**src/core/cafpc_pkg.sv**
```systemverilog
// Purpose: Constants for the acceptance filter pair control block
// Assumes: 32-bit APB, one register word per offset
// Notes:   Offsets are byte addresses
package cafpc_pkg;
	localparam logic [11:0] CAFPC_ADDR_CTRL7  = 12'h000;
	localparam logic [11:0] CAFPC_ADDR_STATUS = 12'h004;
	localparam logic [11:0] CAFPC_ADDR_MATCH  = 12'h008;
	localparam logic [31:0] CAFPC_CTRL_RESET  = 32'h0000_0000;
	localparam int          CAFPC_F29_EN      = 15;
	localparam int          CAFPC_F29_MSK_HI  = 14;
	localparam int          CAFPC_F29_MSK_LO  = 13;
	localparam int          CAFPC_F29_FIFO_HI = 12;
	localparam int          CAFPC_F29_FIFO_LO = 8;
	localparam int          CAFPC_F28_EN      = 7;
	localparam int          CAFPC_F28_MSK_HI  = 6;
	localparam int          CAFPC_F28_MSK_LO  = 5;
	localparam int          CAFPC_F28_FIFO_HI = 4;
	localparam int          CAFPC_F28_FIFO_LO = 0;
	localparam int          CAFPC_MASKS       = 4;
	localparam int          CAFPC_ID_W        = 29;
endpackage

```
**src/core/cafpc_match.sv**
```systemverilog
// Purpose: One filter compare: masked identifier match gated by enable
// Assumes: Mask and filter values come from the surrounding module
// Notes:   Purely combinational, registered by the caller
`timescale 1ns/1ps
`default_nettype none
module cafpc_match
	import cafpc_pkg::*;
(
	// Filter settings
	input  wire logic                  enable,
	input  wire logic [1:0]            mask_select,
	input  wire logic [CAFPC_ID_W-1:0] filter_id,
	// Mask bank
	input  wire logic [CAFPC_ID_W-1:0] mask0,
	input  wire logic [CAFPC_ID_W-1:0] mask1,
	input  wire logic [CAFPC_ID_W-1:0] mask2,
	input  wire logic [CAFPC_ID_W-1:0] mask3,
	// Message
	input  wire logic [CAFPC_ID_W-1:0] msg_id,
	output logic                       hit
);
	logic [CAFPC_ID_W-1:0] mask;
	always_comb begin
		case (mask_select)
			2'h0: mask = mask0;
			2'h1: mask = mask1;
			2'h2: mask = mask2;
			2'h3: mask = mask3;
			default: mask = mask0;
		endcase
		hit = enable && (((msg_id ^ filter_id) & mask) == '0);
	end
endmodule
`default_nettype wire

```
**src/core/cafpc_top.sv**
```systemverilog
// Purpose: Control word and routing for acceptance filters 28 and 29
// Assumes: APB slave, masks and filter ids supplied by the CAN core
// Notes:   Routing result is registered; one cycle after msg_valid
//
// Decided for this implementation: the APB interface to the registers and the placing of the registers.
`timescale 1ns/1ps
`default_nettype none
// Operation
// - Bit 15 of the control word enables filter 29 when 1 and disables it when 0.
// - Bits 14 to 13 pick acceptance mask 0 to 3 for filter 29.
// - A message matching filter 29 goes to the FIFO numbered by bits 12 to 8.
// - Bit 7 of the control word enables filter 28 when 1 and disables it when 0.
// - Bits 6 to 5 pick acceptance mask 0 to 3 for filter 28.
// - A message matching filter 28 goes to the FIFO numbered by bits 4 to 0; the code uses bits 12 to 8 when filter 29 also matches.
// - Mask and FIFO selects of a filter change only while its enable bit is 0.
module cafpc_top
	import cafpc_pkg::*;
(
	// Clock and reset
	input  wire logic                  pclk,
	input  wire logic                  presetn,
	// APB slave
	input  wire logic                  psel,
	input  wire logic                  penable,
	input  wire logic                  pwrite,
	input  wire logic [11:0]           paddr,
	input  wire logic [31:0]           pwdata,
	input  wire logic [3:0]            pstrb,
	output logic [31:0]                prdata,
	output logic                       pready,
	output logic                       pslverr,
	// Filter comparison inputs
	input  wire logic [CAFPC_ID_W-1:0] mask0,
	input  wire logic [CAFPC_ID_W-1:0] mask1,
	input  wire logic [CAFPC_ID_W-1:0] mask2,
	input  wire logic [CAFPC_ID_W-1:0] mask3,
	input  wire logic [CAFPC_ID_W-1:0] filter28_id,
	input  wire logic [CAFPC_ID_W-1:0] filter29_id,
	// Received message
	input  wire logic                  msg_valid,
	input  wire logic [CAFPC_ID_W-1:0] msg_id,
	// Routing result
	output logic                       route_valid,
	output logic [4:0]                 route_fifo,
	output logic                       route_filter29,
	// Settings to the CAN core
	output logic                       filter29_enable,
	output logic [1:0]                 filter29_mask_select,
	output logic [4:0]                 filter29_fifo_select,
	output logic                       filter28_enable,
	output logic [1:0]                 filter28_mask_select,
	output logic [4:0]                 filter28_fifo_select
);
	typedef struct packed {
		logic [31:0] ctrl;
		logic [31:0] rdata;
		logic        ready;
		logic        err;
		logic        rvalid;
		logic [4:0]  rfifo;
		logic        rf29;
		logic [7:0]  hits28;
		logic [7:0]  hits29;
	} cafpc_state_t;

	cafpc_state_t s_q;
	cafpc_state_t s_d;
	logic         hit28;
	logic         hit29;

	// Merge written bytes with the old word
	function automatic logic [31:0] merge_bytes(input logic [31:0] old_w,
		input logic [31:0] new_w, input logic [3:0] strb);
		logic [31:0] r;
		r = old_w;
		for (int i = 0; i < 4; i++) begin
			if (strb[i]) begin
				r[8*i +: 8] = new_w[8*i +: 8];
			end
		end
		return r;
	endfunction

	cafpc_match u_f28 (
		.enable      (s_q.ctrl[CAFPC_F28_EN]),
		.mask_select (s_q.ctrl[CAFPC_F28_MSK_HI:CAFPC_F28_MSK_LO]),
		.filter_id   (filter28_id),
		.mask0       (mask0),
		.mask1       (mask1),
		.mask2       (mask2),
		.mask3       (mask3),
		.msg_id      (msg_id),
		.hit         (hit28)
	);

	cafpc_match u_f29 (
		.enable      (s_q.ctrl[CAFPC_F29_EN]),
		.mask_select (s_q.ctrl[CAFPC_F29_MSK_HI:CAFPC_F29_MSK_LO]),
		.filter_id   (filter29_id),
		.mask0       (mask0),
		.mask1       (mask1),
		.mask2       (mask2),
		.mask3       (mask3),
		.msg_id      (msg_id),
		.hit         (hit29)
	);

	always_comb begin
		logic [31:0] wr;
		logic        setup;
		wr = '0;
		setup = psel && !penable;
		s_d = s_q;
		s_d.ready = setup;
		s_d.err = 1'b0;
		// Write takes effect in setup, so the answer comes in the first access cycle, with no wait state
		if (setup && pwrite) begin
			case (paddr)
				CAFPC_ADDR_CTRL7: begin
					wr = merge_bytes(s_q.ctrl, pwdata, pstrb);
					s_d.ctrl[CAFPC_F29_EN] = wr[CAFPC_F29_EN];
					s_d.ctrl[CAFPC_F28_EN] = wr[CAFPC_F28_EN];
					// Locked while enabled so routing never sees a half-changed filter
					if (!s_q.ctrl[CAFPC_F29_EN]) begin
						s_d.ctrl[CAFPC_F29_MSK_HI:CAFPC_F29_FIFO_LO] =
							wr[CAFPC_F29_MSK_HI:CAFPC_F29_FIFO_LO];
					end
					if (!s_q.ctrl[CAFPC_F28_EN]) begin
						s_d.ctrl[CAFPC_F28_MSK_HI:CAFPC_F28_FIFO_LO] =
							wr[CAFPC_F28_MSK_HI:CAFPC_F28_FIFO_LO];
					end
				end
				CAFPC_ADDR_STATUS: begin
				end
				CAFPC_ADDR_MATCH: begin
					s_d.hits28 = 8'h00;
					s_d.hits29 = 8'h00;
				end
				default: s_d.err = 1'b1;
			endcase
		end else if (setup) begin
			case (paddr)
				CAFPC_ADDR_CTRL7: s_d.rdata = s_q.ctrl;
				CAFPC_ADDR_STATUS: s_d.rdata = {25'h0000000, s_q.rf29, s_q.rfifo, s_q.rvalid};
				CAFPC_ADDR_MATCH: s_d.rdata = {16'h0000, s_q.hits29, s_q.hits28};
				default: begin
					s_d.rdata = 32'h0000_0000;
					s_d.err = 1'b1;
				end
			endcase
		end
		// Filter 29 wins when both hit; counters saturate
		s_d.rvalid = 1'b0;
		if (msg_valid && (hit29 || hit28)) begin
			s_d.rvalid = 1'b1;
			s_d.rf29 = hit29;
			if (hit29) begin
				s_d.rfifo = s_q.ctrl[CAFPC_F29_FIFO_HI:CAFPC_F29_FIFO_LO];
			end else begin
				s_d.rfifo = s_q.ctrl[CAFPC_F28_FIFO_HI:CAFPC_F28_FIFO_LO];
			end
			if (hit29 && s_q.hits29 != 8'hFF) begin
				s_d.hits29 = s_q.hits29 + 8'h01;
			end
			if (hit28 && s_q.hits28 != 8'hFF) begin
				s_d.hits28 = s_q.hits28 + 8'h01;
			end
		end
	end

	always_ff @(posedge pclk or negedge presetn) begin
		if (!presetn) begin
			s_q <= '0;
			s_q.ctrl <= CAFPC_CTRL_RESET;
		end else begin
			s_q <= s_d;
		end
	end

	assign prdata = s_q.rdata;
	assign pready = s_q.ready;
	assign pslverr = s_q.err;
	assign route_valid = s_q.rvalid;
	assign route_fifo = s_q.rfifo;
	assign route_filter29 = s_q.rf29;
	assign filter29_enable = s_q.ctrl[CAFPC_F29_EN];
	assign filter29_mask_select = s_q.ctrl[CAFPC_F29_MSK_HI:CAFPC_F29_MSK_LO];
	assign filter29_fifo_select = s_q.ctrl[CAFPC_F29_FIFO_HI:CAFPC_F29_FIFO_LO];
	assign filter28_enable = s_q.ctrl[CAFPC_F28_EN];
	assign filter28_mask_select = s_q.ctrl[CAFPC_F28_MSK_HI:CAFPC_F28_MSK_LO];
	assign filter28_fifo_select = s_q.ctrl[CAFPC_F28_FIFO_HI:CAFPC_F28_FIFO_LO];
endmodule
`default_nettype wire

```
**config.mk**
```make
export PLATFORM = sky130hd
export DESIGN_NAME = cafpc_top
export DESIGN_NICKNAME = d
export VERILOG_FILES = /design/src/core/cafpc_pkg.sv /design/src/core/cafpc_match.sv /design/src/core/cafpc_top.sv
export SDC_FILE = /design/constraint.sdc
export NUM_CORES = 1
export LEC_CHECK = 0
export BUFFER_PORTS_ARGS = -buffer_cell sky130_fd_sc_hd__buf_2
export CAP_MARGIN = 20
export CORE_AREA = 2 2 123 125
export CTS_CLUSTER_SIZE = 12
export DETAILED_ROUTE_END_ITERATION = 10
export DIE_AREA = 0 0 125 127
export PLACE_DENSITY = 0.75
export RECOVER_POWER = 100
export SLEW_MARGIN = 20
export SYNTH_ARGS = -nofsm -noshare
export SYNTH_HDL_FRONTEND = slang
export SYNTH_SLANG_ARGS = --single-unit
export TNS_END_PERCENT = 1
```
**constraint.sdc**
```tcl
create_clock -name pclk -period 3.1 [get_ports pclk]
set_input_delay 0.62 -clock pclk [delete_from_list [all_inputs] [get_ports pclk]]
set_output_delay 0.62 -clock pclk [all_outputs]
set_load 0.02 [all_outputs]
```
==> flow_summary.yaml <==
run_status:
  status: "finished, violations left"
  violations: "negative setup slack"
hold_path:
  hp-class: "input pin to async pin"
routing:
  drtIter0Drc: 450
  routedWlPerCell_um: 19.80
  wl_um: 22280
  ant_nets: 0
  first_pass_iters: 7
  vias: 6176
  vias_per_cell: 5.490
  drc: 0
grt:
  grt_use_total_pct: 26.85
  use_met1_pct: 32.91
  antenna_found_initial: 9
  grt_busiest_layer: "met2"
  grt_pass1_wl_um: 33330
  use_met2_pct: 46.13
  first_global_vias: 6171
  overflow: 0
  grt_max_degree: 25
  grt_use_met3_pct: 5.109
sta:
  slew_headroom_pct: 14.30
  setup_tns_ns: -0.3391
  worst_pin_slew_ns: 1.286
  finalWorstSetupSlack_ns: -0.09421
  fin_worst_skew_ns: 0.006977
  rsz0062_at_grt: "yes"
  min_period_over_period_pct: 103.0
  final-hold-violation-count: 0
  fmax_mhz: 313.1
  period_needed_ns: 3.194
  finalSetupViolCount: 4
  slew_viol_final: 0
logic_synthesis:
  yosysMostFrequentCell: "dfrtp_1"
  yosys_register_bits: 57
  syn-cell-area_um2: 5806
  async_flop_share_pct: 100.0
  netlist_top_cells_count: "dfrtp_1 (57), buf_4 (54), mux2i_1 (54)"
  postSynthAreaPerCell_um2: 9.230
  synth-edff-count: 0
  yosys.area.top_type_share_pct: 24.57
  synth_largest_area_cell: "dfrtp_1"
  synth_ff_type: "dfrtp_1"
  synth_cells: 629
  yosys-top-cells-area: "dfrtp_1 (25%), mux2i_1 (9.3%), buf_4 (7.0%)"
  yosys_warnings: 0
  ys_types: 60
  synth_seq_area_share_pct: 24.57
clock_tree:
  cts-root-buf: "clkbuf_16"
  h-tree-depth: 3
  cts_tree: "done"
  clk_pin_slew_ns: 0.05
  worst_skew_pair.late_latency_ns: 0.33
  clockBufferDepth: 2
  cts.sinks: 57
  cts_buffers: 9
placement:
  gp_congestion: 0.9014
  io_buffers: 279
  detailed_place_hpwl_um: 18520
worst_setup_path:
  critPathCaptureType: "register"
  start_kind: "register"
  critical_path_class: "register to register"
  critPathArrivalTime_ns: 3.40
  r2r_end: "s_q[5]"
  reg2reg_depth: 10
  rr_startpoint: "filter29_mask_select[0]"
  cp_max_fo: 8
  cp.required_ns: 3.30
  r2r_slack_ns: -0.09
run:
  maxCapViolCount: 0
floorplan:
  die_h_um: 127
  num_rows: 44
  num_io_pins: 314
  die-area_um2: 15880
  start_util_pct: 40.25
  core_region_area_um2: 14420
  die_w_um: 125
layout:
  drive_gt1_share_pct: 43.03
  finalNetCount: 1186
  area_delta_synth_final_pct: 39.57
  nFillCells: 1356
pwr:
  leakage_nw: 3.647
  ir_drop_v: 0.0002313
  fin_total_pwr_w: 0.002419
  power.density_nw_per_um2: 298.5
[worst max-delay path, stage by stage (launching register included)]
cell and delay (ns):
dfrtp_2 0.41, buf_12 0.16, buf_12 0.12, buf_4 0.15, mux2i_1 0.35, o22ai_2 0.14
nor4_4 0.34, or3b_1 0.39, or3_4 0.44, and3_1 0.20, or3_1 0.36
[metal layers]
metal | share of wire (%) | routed length (µm) | up-vias
met5 | 0 | 0 | -
met4 | 4.3 | 958 | 0
met3 | 7.3 | 1627 | 64
met2 | 49 | 10940 | 309
met1 | 39 | 8754 | 2928
li1 | - | - | 2875
[layout make-up]
type	instances	area, µm²	area share [%]
Clock inverter	5	78.83	0.9728
Antenna cell	9	22.52	0.2779
Timing Repair Buffer	350	1988	24.54
Inverter	11	41.29	0.5096
Clock buffer	11	242.7	2.996
Sequential cell	57	1430	17.65
Tap cell	184	230.2	2.841
Multi-Input combinational cell	498	4069	50.22
[kinds of logic after synthesis]
family                     after synthesis  synth area share, %
AOI/OAI and AO/OA                      136                15.50
buffers and inverters                   89                9.871
and+or+nand+nor                        158                14.35
adders and majority gates                2               0.4310
other                                    1              0.06459
xor gates and xnor gates                62                9.353
DFF                                     57                24.57
muxes                                  124                25.86
[report_power, final]
part | internal (W) | switching, W | total, W
combinational | 0.000290 | 0.000317 | 0.000607
sequential | 0.000746 | 0.000000598 | 0.000747
clock | 0.000723 | 0.000342 | 0.00106
total | 0.00176 | 0.000660 | 0.00242
[stage by stage]
stage	util [%]	instances	hold slack, ns	cell area [µm²]	setup WS (ns)
6_report	56.18	1125	0.4232	8103	-0.09421
5_1_grt	56.18	1125	0.5032	8103	-0.1659
4_1_cts	54.94	1111	0.2262	7924	-0.02198
3_5_place_dp	52.05	1092	0.4651	7507	-0.2832
3_3_place_gp	52.05	1092	0.4615	7507	-0.2450
2_1_floorplan	-	644	0.3244	5862	0.2863
[sequential cells by signal, summed over array words and instances (netlist names)]
name and flops:
prdata 16, route_fifo 5, filter29_enable 1, route_filter29 1, s_q 16, filter28_enable 1, route_valid 1, filter28_fifo_select 5
filter28_mask_select 2, filter29_fifo_select 5, pslverr 1, pready 1, filter29_mask_select 2
[worst max-delay path by stage]
stage / start / end / slack [ns] / depth (start not counted)
2_1_floorplan: mask0[3] / s_q[3] / 0.29 / 8
4_1_cts: filter29_mask_select[0] / s_q[5] / -0.02 / 10
6_report: filter29_mask_select[0] / s_q[5] / -0.09 / 10
3_5_place_dp: filter28_mask_select[0] / route_fifo[0] / -0.28 / 10
5_1_grt: filter29_mask_select[0] / s_q[4] / -0.17 / 10
3_3_place_gp: mask1[25] / s_q[2] / -0.24 / 12
[layout by cell type (no fill, tap or decap), drive strengths merged, types with 4 or more instances in the layout]
cell     instances
buf            310
dfrtp           57
mux2            56
mux2i           54
clkbuf          51
o21ai           48
nand2           46
xor2            45
nor2            26
xnor2           17
a21oi           17
conb            16
mux4            14
nand3           13
a22oi           12
inv             11
o211ai          11
nor3            11
o22ai           11
nand2b          10
diode            9
nand4            8
o2111ai          7
nor2b            6
a31o             6
or3              6
and3             6
a221o            5
or2              5
nor4             5
nor3b            4
[what timing repair did]
action	4_1_cts	5_1_grt
endpoints found under the setup margin	20	20
resized for setup	13	36
hold buffers	0	0
setup buffers	3	5
pin swaps	1	9
Note: power is estimated with default switching activity, not from simulation.
